## config.mk

```make
export PLATFORM = sky130hd
export DESIGN_NAME = rpo_pin_map
export DESIGN_NICKNAME = d
export VERILOG_FILES = /design/src/include/rpo_pkg.sv /design/src/include/rpo_sel_if.sv /design/src/rpo_out_mux.sv /design/src/rpo_pin_map.sv
export SDC_FILE = /design/constraint.sdc
export NUM_CORES = 1
export LEC_CHECK = 0
export BUFFER_PORTS_ARGS = -buffer_cell sky130_fd_sc_hd__buf_2
export CAP_MARGIN = 30
export CORE_MARGIN = 4
export CORE_UTILIZATION = 55
export DETAILED_ROUTE_END_ITERATION = 10
export PLACE_DENSITY_LB_ADDON = 0.05
export SLEW_MARGIN = 40
export SYNTH_ARGS = -nofsm -noshare
export SYNTH_HDL_FRONTEND = slang
export SYNTH_HIERARCHICAL = 1
export SYNTH_SLANG_ARGS = --single-unit
```

## constraint.sdc

```tcl
create_clock -name sys_clk -period 2.8 [get_ports sys_clk]
set_input_delay 0.42 -clock sys_clk [delete_from_list [all_inputs] [get_ports sys_clk]]
set_output_delay 0.42 -clock sys_clk [all_outputs]
set_load 0.03 [all_outputs]
```

## src/include/rpo_pkg.sv

```systemverilog
// constants, field layout and helpers for the remappable output pin select block
package rpo_pkg;

   // geometry of the block
   localparam int RPO_NUM_PINS = 12;
   localparam int RPO_FIRST_PIN = 20;
   localparam int RPO_NUM_MAPS = 6;
   localparam int RPO_SEL_W = 6;
   localparam int RPO_DATA_W = 16;
   localparam int RPO_ADDR_W = 4;
   localparam int RPO_FUNC_W = 64;

   // index of pin 31 within the remappable group (pin 20 is index 0)
   localparam int RPO_PIN31_IDX = 11;

   // register offsets (word index on the register port)
   localparam logic [3:0] RPO_OFF_MAP_20_21 = 4'h0;
   localparam logic [3:0] RPO_OFF_MAP_22_23 = 4'h1;
   localparam logic [3:0] RPO_OFF_MAP_24_25 = 4'h2;
   localparam logic [3:0] RPO_OFF_MAP_26_27 = 4'h3;
   localparam logic [3:0] RPO_OFF_MAP_28_29 = 4'h4;
   localparam logic [3:0] RPO_OFF_MAP_30_31 = 4'h5;
   localparam logic [3:0] RPO_OFF_ROUTE_STAT = 4'h6;
   localparam logic [3:0] RPO_OFF_BAD_SEL = 4'h7;
   localparam logic [3:0] RPO_OFF_PAD_LEVEL = 4'h8;

   // field positions inside a mapping register
   localparam int RPO_ODD_LSB = 8;
   localparam int RPO_ODD_MSB = 13;
   localparam int RPO_EVEN_LSB = 0;
   localparam int RPO_EVEN_MSB = 5;

   // reset values
   localparam logic [15:0] RPO_MAP_RST = 16'h0000;
   localparam logic [5:0] RPO_SEL_RST = 6'h00;
   localparam logic [11:0] RPO_PIN_RST = 12'h000;

   // selector codes: zero routes nothing; above the last defined code routes nothing
   localparam logic [5:0] RPO_SEL_NONE = 6'h00;
   localparam logic [5:0] RPO_FUNC_LAST = 6'h1F;

   // true when a selector names a defined peripheral output
   function automatic logic rpo_sel_defined(input logic [5:0] sel);
      rpo_sel_defined = (sel != RPO_SEL_NONE) && (sel <= RPO_FUNC_LAST);
   endfunction : rpo_sel_defined

   // build a readback word from two fields; gaps read as zero
   function automatic logic [15:0] rpo_pack_map(input logic [5:0] odd_sel,
                                                input logic [5:0] even_sel);
      rpo_pack_map = {2'b00, odd_sel, 2'b00, even_sel};
   endfunction : rpo_pack_map

endpackage : rpo_pkg

```

## src/include/rpo_sel_if.sv

```systemverilog
// carrier between the register side and the output routing matrix
`timescale 1ns/1ns
interface rpo_sel_if;
   import rpo_pkg::*;

   // selector per pin, index 0 is pin 20
   logic [RPO_NUM_PINS-1:0][RPO_SEL_W-1:0] sel;
   // all peripheral outputs, bit n is function number n
   logic [RPO_FUNC_W-1:0] func_out;
   // routed level and "a peripheral owns this pin" per pin
   logic [RPO_NUM_PINS-1:0] route_d;
   logic [RPO_NUM_PINS-1:0] route_en;

   modport ctl (output sel, output func_out, input route_d, input route_en);
   modport mux (input sel, input func_out, output route_d, output route_en);
endinterface : rpo_sel_if

```

## src/rpo_out_mux.sv

```systemverilog
// routing matrix: picks one peripheral output per remappable pin
`timescale 1ns/1ns
module rpo_out_mux
   import rpo_pkg::*;
(
   rpo_sel_if.mux sel_bus
);

   // one 64:1 pick per pin; undefined codes leave the pin to its port
   always_comb begin
      for (int p = 0; p < RPO_NUM_PINS; p++) begin
         sel_bus.route_en[p] = rpo_sel_defined(sel_bus.sel[p]);
         if (sel_bus.route_en[p]) begin
            sel_bus.route_d[p] = sel_bus.func_out[sel_bus.sel[p]];
         end else begin
            sel_bus.route_d[p] = 1'b0;
         end
      end
   end

endmodule : rpo_out_mux

```

## src/rpo_pin_map.sv

```systemverilog
// output pin select for remappable pins 20 to 31: registers, routing and pad drive
//
// What this block does
// - Each remappable pin whose selector holds a defined code (1 to 31) is driven by the peripheral output of that number.
// - The selector of the odd pin of each pair (21..31) lives in bits 13 to 8 of its register.
// - The selector of the even pin of each pair (20..30) lives in bits 5 to 0 of its register.
// - Bits 15 and 14 of each mapping register are not stored and read as zero.
// - Bits 7 and 6 of each mapping register are not stored and read as zero.
// - Reset clears every stored selector bit of all six mapping registers.
// - Software can write every selector bit and reads back the last value written.
// - On reduced pin count parts the pin 31 selector is absent, reads zero and routes nothing.
//
// Design decisions made here: the plain strobed port and the register addresses.
`timescale 1ns/1ns
module rpo_pin_map
   import rpo_pkg::*;
#(
   // 1 = full pin count part with pin 31; 0 = reduced part without it
   parameter bit FULL_PIN_COUNT = 1'b1
)(
   input wire logic sys_clk,
   input wire logic rst,
   input wire logic [RPO_ADDR_W-1:0] reg_addr,
   input wire logic [RPO_DATA_W-1:0] reg_wdata,
   input wire logic reg_wr,
   input wire logic reg_rd,
   output logic [RPO_DATA_W-1:0] reg_rdata,
   input wire logic [RPO_FUNC_W-1:0] periph_out,
   input wire logic [RPO_NUM_PINS-1:0] port_out,
   input wire logic [RPO_NUM_PINS-1:0] port_oe,
   output logic [RPO_NUM_PINS-1:0] remap_pin_out,
   output logic [RPO_NUM_PINS-1:0] remap_pin_oe
);

   // selector storage, index 0 is pin 20, index 11 is pin 31
   logic [RPO_NUM_PINS-1:0][RPO_SEL_W-1:0] sel_q;

   // registered status seen by software
   logic [RPO_NUM_PINS-1:0] route_q;
   logic [RPO_NUM_PINS-1:0] bad_sel_q;

   // pad drive
   logic [RPO_NUM_PINS-1:0] pad_out_q;
   logic [RPO_NUM_PINS-1:0] pad_oe_q;

   // read path
   logic [RPO_DATA_W-1:0] rdata_d;
   logic [RPO_DATA_W-1:0] rdata_q;

   // which mapping register a write hits
   logic map_wr_hit;
   logic [2:0] map_idx;

   // pin 31 is present only on the full pin count part
   logic pin31_present;

   rpo_sel_if sel_bus ();

   assign pin31_present = FULL_PIN_COUNT;

   // flag a bus offset that falls on one of the six mapping registers
   function automatic logic map_offset_hit(input logic [3:0] addr);
      // the block starts at offset zero, so only the upper end needs a compare
      map_offset_hit = (addr <= RPO_OFF_MAP_30_31);
   endfunction : map_offset_hit

   // selector as stored; pin 31 is forced out on the reduced part
   function automatic logic [5:0] stored_sel(input int pin, input logic [5:0] val,
                                             input logic has31);
      if ((pin == RPO_PIN31_IDX) && !has31) begin
         stored_sel = RPO_SEL_RST;
      end else begin
         stored_sel = val;
      end
   endfunction : stored_sel

   // write decode; offsets of the six mapping registers are contiguous
   always_comb begin
      map_wr_hit = reg_wr && map_offset_hit(reg_addr);
      map_idx = 3'(reg_addr - RPO_OFF_MAP_20_21);
   end

   // selector registers; only the implemented bits are stored at all,
   // so the unimplemented gaps cannot hold a stale one
   always_ff @(posedge sys_clk) begin
      if (rst) begin
         sel_q <= '{default: RPO_SEL_RST};
      end else if (map_wr_hit) begin
         for (int m = 0; m < RPO_NUM_MAPS; m++) begin
            if (map_idx == 3'(m)) begin
               // even pin of the pair from the low field
               sel_q[2*m] <= stored_sel(2*m,
                  reg_wdata[RPO_EVEN_MSB:RPO_EVEN_LSB], pin31_present);
               // odd pin of the pair from the high field
               sel_q[2*m+1] <= stored_sel(2*m+1,
                  reg_wdata[RPO_ODD_MSB:RPO_ODD_LSB], pin31_present);
            end
         end
      end
   end

   // feed the routing matrix; a missing pin 31 sees a zero selector and routes nothing
   always_comb begin
      for (int p = 0; p < RPO_NUM_PINS; p++) begin
         sel_bus.sel[p] = stored_sel(p, sel_q[p], pin31_present);
      end
      sel_bus.func_out = periph_out;
   end

   rpo_out_mux u_mux (
      .sel_bus (sel_bus.mux)
   );

   // status capture: which pins a peripheral owns, and which hold an
   // undefined nonzero code (written but routing nothing)
   always_ff @(posedge sys_clk) begin
      if (rst) begin
         route_q <= RPO_PIN_RST;
         bad_sel_q <= RPO_PIN_RST;
      end else begin
         route_q <= sel_bus.route_en;
         for (int p = 0; p < RPO_NUM_PINS; p++) begin
            bad_sel_q[p] <= (sel_bus.sel[p] != RPO_SEL_NONE) && !sel_bus.route_en[p];
         end
      end
   end

   // pad drive; registered so the pad never sees selector decode glitches,
   // at the cost of one cycle from selector or peripheral change to pin
   always_ff @(posedge sys_clk) begin
      if (rst) begin
         pad_out_q <= RPO_PIN_RST;
         pad_oe_q <= RPO_PIN_RST;
      end else begin
         for (int p = 0; p < RPO_NUM_PINS; p++) begin
            if (sel_bus.route_en[p]) begin
               pad_out_q[p] <= sel_bus.route_d[p];
               pad_oe_q[p] <= 1'b1;
            end else begin
               pad_out_q[p] <= port_out[p];
               pad_oe_q[p] <= port_oe[p];
            end
         end
      end
   end

   assign remap_pin_out = pad_out_q;
   assign remap_pin_oe = pad_oe_q;

   // read mux; gaps in the mapping words and unmapped offsets read zero
   always_comb begin
      rdata_d = RPO_MAP_RST;
      if (map_offset_hit(reg_addr)) begin
         for (int m = 0; m < RPO_NUM_MAPS; m++) begin
            if (3'(reg_addr - RPO_OFF_MAP_20_21) == 3'(m)) begin
               rdata_d = rpo_pack_map(sel_bus.sel[2*m+1], sel_bus.sel[2*m]);
            end
         end
      end else if (reg_addr == RPO_OFF_ROUTE_STAT) begin
         rdata_d = {4'h0, route_q};
      end else if (reg_addr == RPO_OFF_BAD_SEL) begin
         rdata_d = {4'h0, bad_sel_q};
      end else if (reg_addr == RPO_OFF_PAD_LEVEL) begin
         rdata_d = {4'h0, pad_out_q};
      end
   end

   // read data stands only in the cycle after the strobe, zero otherwise
   always_ff @(posedge sys_clk) begin
      if (rst) begin
         rdata_q <= RPO_MAP_RST;
      end else if (reg_rd) begin
         rdata_q <= rdata_d;
      end else begin
         rdata_q <= RPO_MAP_RST;
      end
   end

   assign reg_rdata = rdata_q;

endmodule : rpo_pin_map

```

==> After elaboration in Yosys (flattened, before gate mapping) <==
Cells that the tools add are included.
{ "totals": {"regBits": 136, "inputBits": 112, "elab_cells": 166} }
{ "op_classes": {"n_lt_le_gt_ge": 25, "eq_ne": 8, "n_mux": 58, "bitwise": 1, "n_reduce_logical": 57} }
{ "op_table": {"columns": ["cell", "n"], "rows": [
  ["16-bit two-way mux", 6],
  ["6-bit by 7-bit < comparator with 1-bit output, second input constant", 12],
  ["1-bit binary-select mux with 6-bit select", 12],
  ["6-bit by 5-bit <= comparator with 1-bit output, second input constant", 12],
  ["6-bit nonzero test", 12],
  ["1-bit two-way mux", 36],
  ["12-bit two-way mux", 3],
  ["1-bit logical AND", 25],
  ["14-bit two-way mux", 1],
  ["1-bit zero test", 12],
  ["2-bit AND reduction", 6],
  ["4-bit by 3-bit == test with 1-bit output, second input constant", 2],
  ["3-bit by 2-bit == test with 1-bit output, second input constant", 2],
  ["3-bit == test, second input constant", 2],
  ["4-bit == test, second input constant", 1],
  ["4-bit by 3-bit <= comparator with 1-bit output, second input constant", 1],
  ["3-bit by 1-bit == test with 1-bit output, second input constant", 1],
  ["3-bit zero test", 1],
  ["2-bit OR reduction", 1],
  ["1-bit inverter", 1]
]} }

==> Logic depth before layout (Yosys ltp) <==
{ "logic_depth": {"word_depth": 8, "mapped_depth": 8, "depth_no_buf": 6} }

==> Hierarchy <==
The synthesis kept the hierarchy.
{ "modules_own_cells": {"columns": ["mod", "instances", "cells_each", "area_per_inst_um2", "seq_area_each_um2"], "rows": [
  ["rpo_pin_map", 1, 582, 5514.0, 2682.6],
  ["rpo_out_mux", 1, 307, 3492.1, 0.0]
]} }

==> Worst setup path after synthesis <==
OpenSTA, ideal clock, no wires.
{ "synth_timing": {"kind": "register -> register", "from": "reg sel_q, in the netlist sel_bus.sel[48]", "to": "reg pad_out_q[8], in the netlist remap_pin_out[8]", "setup_ps": 128, "arrival_time_ps": 2054, "slack_ps": 618, "path_stages_with_launch": 8, "synth_period_minus_slack_ps": 2182, "cell_sequence": "dfxtp_1 -> buf_4 -> mux4_2 -> mux4_2 -> mux2_2 -> and2_1 -> mux2i_1 -> nor2_1"} }
{ "synth_between": {"elab_chain_len": 3, "elab_cells_between_ends": 6, "cone_classes": "1 x order compare; 3 x mux; 2 x reduce/logical"} }
{ "synth_rtl": {"columns": ["item", "line", "source"], "rows": [
  ["from (decl)", "rpo_pin_map.sv:36", "logic [RPO_NUM_PINS-1:0][RPO_SEL_W-1:0] sel_q;"],
  ["from (signal, indexed assignment)", "rpo_pin_map.sv:92", "sel_q[2*m] <= stored_sel(2*m,"],
  ["from (signal, indexed assignment)", "rpo_pin_map.sv:95", "sel_q[2*m+1] <= stored_sel(2*m+1,"],
  ["1-bit binary-select mux with 6-bit select", "rpo_out_mux.sv:14", "sel_bus.route_d[p] = sel_bus.func_out[sel_bus.sel[p]];"],
  ["1-bit two-way mux (implied by the code)", "rpo_out_mux.sv:14", null],
  ["via sel_bus.route_d[8]", "rpo_sel_if.sv:11", "logic [RPO_NUM_PINS-1:0] route_d;"],
  ["1-bit two-way mux", "rpo_pin_map.sv:136", "if (sel_bus.route_en[p]) begin"],
  ["to (signal, indexed assignment)", "rpo_pin_map.sv:137", "pad_out_q[p] <= sel_bus.route_d[p];"],
  ["to (signal, indexed assignment)", "rpo_pin_map.sv:140", "pad_out_q[p] <= port_out[p];"],
  ["to (decl)", "rpo_pin_map.sv:43", "logic [RPO_NUM_PINS-1:0] pad_out_q;"]
]} }
The timed path passes the listed nets, and every way through them passes these cells. The select of a mux whose other input is x is not followed.
A chain may end at the register's enable or synchronous reset.

==> Final worst setup path <==
{ "layout_timing": {"from": "reg sel_q, in the netlist sel_bus.sel[37]", "to": "reg pad_out_q[6], in the netlist remap_pin_out[6]"} }
Same word-level chain as after synthesis.

==> flow_summary.toml <==
[run_status]
status = "finished, final reports clean"

[floorplan]
chipHeight_um = 136
fp-row-count = 46
die_w_um = 136
io_pins = 152
initial_utilization = 0.565
dieArea_um2 = 18500
core_um2 = 15900

[sta]
rsz0062_at_grt = "false"
finalHoldViolations = 0
setup-violations-final = 0
finalCritPeriodShare = 0.944
clock_skew_ns = 0.0160
slew_violations = 0
fin_tns_setup_ns = 0
max_freq_mhz = 378
fin_crit_ns = 2.64
worst_slew_pin_slew_ns = 0.762
relSlewSlack = 0.492

[clocking]
cts_setup_buffers = 0
clk-insertion-delay-late_ns = 0.42
cts.htree.levels = 4
numCtsBuffers = 17
ctsResizeCount = 0
root_buffer = "clkbuf_16"
tritoncts = "yes"
cts_sinks = 134
cts_buffer_depth = 2
clk_pin_slew_worst_paths_ns = 0.06
postCtsHoldBufs = 0

[drt]
wl_um = 29200
drcViolationCount = 0
firstDrtPassIters = 5
drt-initial-drc-count = 818
via_per_inst = 6.83
wl_per_cell_um = 24.6
drtAntennaViolNets = 0
vias = 8095

[critical_path]
reg2reg_depth = 6
crit_path_end_kind = "flip-flop"
path_depth = 6
cp_top_family = "multiplexers"
critPathBufInv = 0
crit_type = "reg2reg"
cpMaxStageDelayCell = "dfxtp_1"
cp-start-kind = "flip-flop"
worstPathMaxFanout = 12
required_ns = 3.08
arrival_ns = 2.92
crit_path_max_incr_delay_ns = 0.76
cp_cell_sequence = "mux4_2, mux4_2, mux2i_1, nor2_1, mux2i_1, nor2_1"

[synth]
yosysTopAreaCell = "dfxtp_1"
synth-seq-cells = 134
yosysSeqAreaShare = 0.298
netlist_area_um2 = 9010
synth_top_area_share = 0.298
synth_cells = 889
synthArstFlopShare = 0
synth_cell_type_count = 48
synth_area_leaders = "dfxtp_1 (30%), mux4_2 (27%), mux2i_1 (9.4%)"
synth_edf_count = 0
synth_area_per_cell_um2 = 10.1
synth_ff_type = "dfxtp_1"
yosys_warnings = 6

[cells_and_area]
multi_input_area_um2 = 5830
finalNetCount = 1069
ff_latch_area_um2 = 2680
fill_cells = 1331
area_growth_pct = 14.3
drive_above_1_share = 0.315
diodes = 0

[global_route]
antenna_found_initial = 0
grt_pass1_wl_um = 44300
grt_pass1_vias = 7658
track_usage = 0.314
grt_max_degree = 75
grt_overflow = 0

[pwr]
power.total_uw = 5120
powerDensity_nw_per_um2 = 497
leakagePower_uw = 0.00378
peakVddDrop_mv = 0.341

[placed_design]
dp_hpwl_um = 20600
gp_congestion = 0.930
portBuffers = 113

[worst_hold_path]
hold_path_depth = 3
hp-class = "in2reg"

[flow_run]
drv_cap = 0
state kept, by name, summed over array words and instances (netlist names):
signal / cells
sel_bus.sel: 72
reg_rdata: 14
bad_sel_q: 12
remap_pin_oe: 12
remap_pin_out: 12
route_q: 12
cell type report:
| type | instances | area share |
|---|---|---|
| tap | 216 | 0.0263 |
| clock inverter | 14 | 0.0193 |
| multi-input combinational | 646 | 0.566 |
| inverter | 11 | 0.00401 |
| clock buffer | 17 | 0.0413 |
| timing repair buffer | 147 | 0.0824 |
| sequential | 134 | 0.261 |
Yosys cell counts, types with 2 or more instances:
cell type	count
dfxtp_1	134
nor2_1	111
mux4_2	108
mux2i_1	85
clkbuf_1	61
a21oi_1	48
nand2_1	45
nor3_1	41
nand2b_1	30
buf_2	24
nand3_1	21
o22ai_1	17
nor2b_1	16
o221ai_1	14
buf_4	13
or4_1	12
inv_1	11
nor3b_1	11
a22o_1	10
o21ai_0	10
o21ai_1	10
a2111oi_0	8
mux2_2	7
a22oi_1	4
and4_1	4
o21ba_2	4
o311a_1	4
and2_1	3
a211oi_1	2
nor3b_4	2
o211ai_1	2
cells by family after synthesis:
group | share of synthesized area
AO/OA/AOI/OAI | 0.0992
buffers and inverters | 0.0554
flip-flops | 0.298
multiplexers | 0.375
other | 0.000416
AND/OR/NAND/NOR | 0.173
metal layers:
layer  vias up  share of wire  GRT usage
met4         0          0.036      0.116
met5         -              0          0
li1       3500              -          -
met2       592           0.43      0.464
met3        94           0.11     0.0640
met1      3909           0.42      0.460
metrics by stage:
stage	instances	utilization	area [um^2]	hold slack (ns)	setup slack, ns
6_report	1185	0.646	10300	0.201	0.158
5_1_grt	1185	0.646	10300	0.209	0.0776
4_1_cts	1185	0.646	10300	0.196	0.217
3_5_place_dp	1154	0.607	9670	0.468	0.238
3_3_place_gp	1154	0.607	9670	0.462	0.272
2_1_floorplan	890	-	9010	0.453	0.618
cell usage in the layout, fill, tap and decap left out, drive strengths merged, types with 2 or more instances in the layout:
| master | Yosys | final |
|---|---|---|
| buf | 38 | 147 |
| dfxtp | 134 | 134 |
| nor2 | 112 | 112 |
| mux4 | 108 | 108 |
| mux2i | 85 | 85 |
| a21oi | 48 | 48 |
| nand2 | 46 | 46 |
| nor3 | 41 | 41 |
| nand2b | 30 | 30 |
| nand3 | 21 | 21 |
| o21ai | 20 | 20 |
| o22ai | 17 | 17 |
| clkbuf | 61 | 17 |
| nor2b | 16 | 16 |
| inv | 11 | 15 |
| o221ai | 14 | 14 |
| nor3b | 14 | 14 |
| or4 | 12 | 12 |
| a22o | 10 | 10 |
| a2111oi | 8 | 8 |
| mux2 | 8 | 8 |
| a22oi | 4 | 4 |
| bufinv | 0 | 4 |
| clkinvlp | 0 | 4 |
| o21ba | 4 | 4 |
| o311a | 4 | 4 |
| and4 | 4 | 4 |
| and2 | 3 | 3 |
| nand3b | 3 | 3 |
| a211oi | 2 | 2 |
| o211ai | 2 | 2 |
| conb | 1 | 2 |
| clkinv | 0 | 2 |
power breakdown:
| group | leakage (uW) | switching, uW | internal [uW] |
|---|---|---|---|
| sequential | 0.00109 | 52.5 | 1960 |
| combinational | 0.00240 | 429 | 314 |
| clock | 0.000293 | 867 | 1490 |
path summary, 6_finish.rpt:
| kind | slack [ns] | startpoint | end |
|---|---|---|---|
| setup / recovery | 0.16 | sel_bus.sel[37]$_SDFFE_PP0P_ | remap_pin_out[6]$_SDFF_PP0_ |
| hold / removal | 0.20 | port_oe[2] | remap_pin_oe[2]$_SDFF_PP0_ |
| setup reg to reg | 0.16 | sel_bus.sel[37]$_SDFFE_PP0P_ | remap_pin_out[6]$_SDFF_PP0_ |
| hold reg to reg | 0.48 | route_q[6]$_SDFF_PP0_ | reg_rdata[6]$_SDFF_PP0_ |
worst min-delay path: stages:
cell	delay, ns
buf_2	0.07
nor2_1	0.03
nor2_1	0.07
Note: power is estimated with default switching activity, not from simulation.
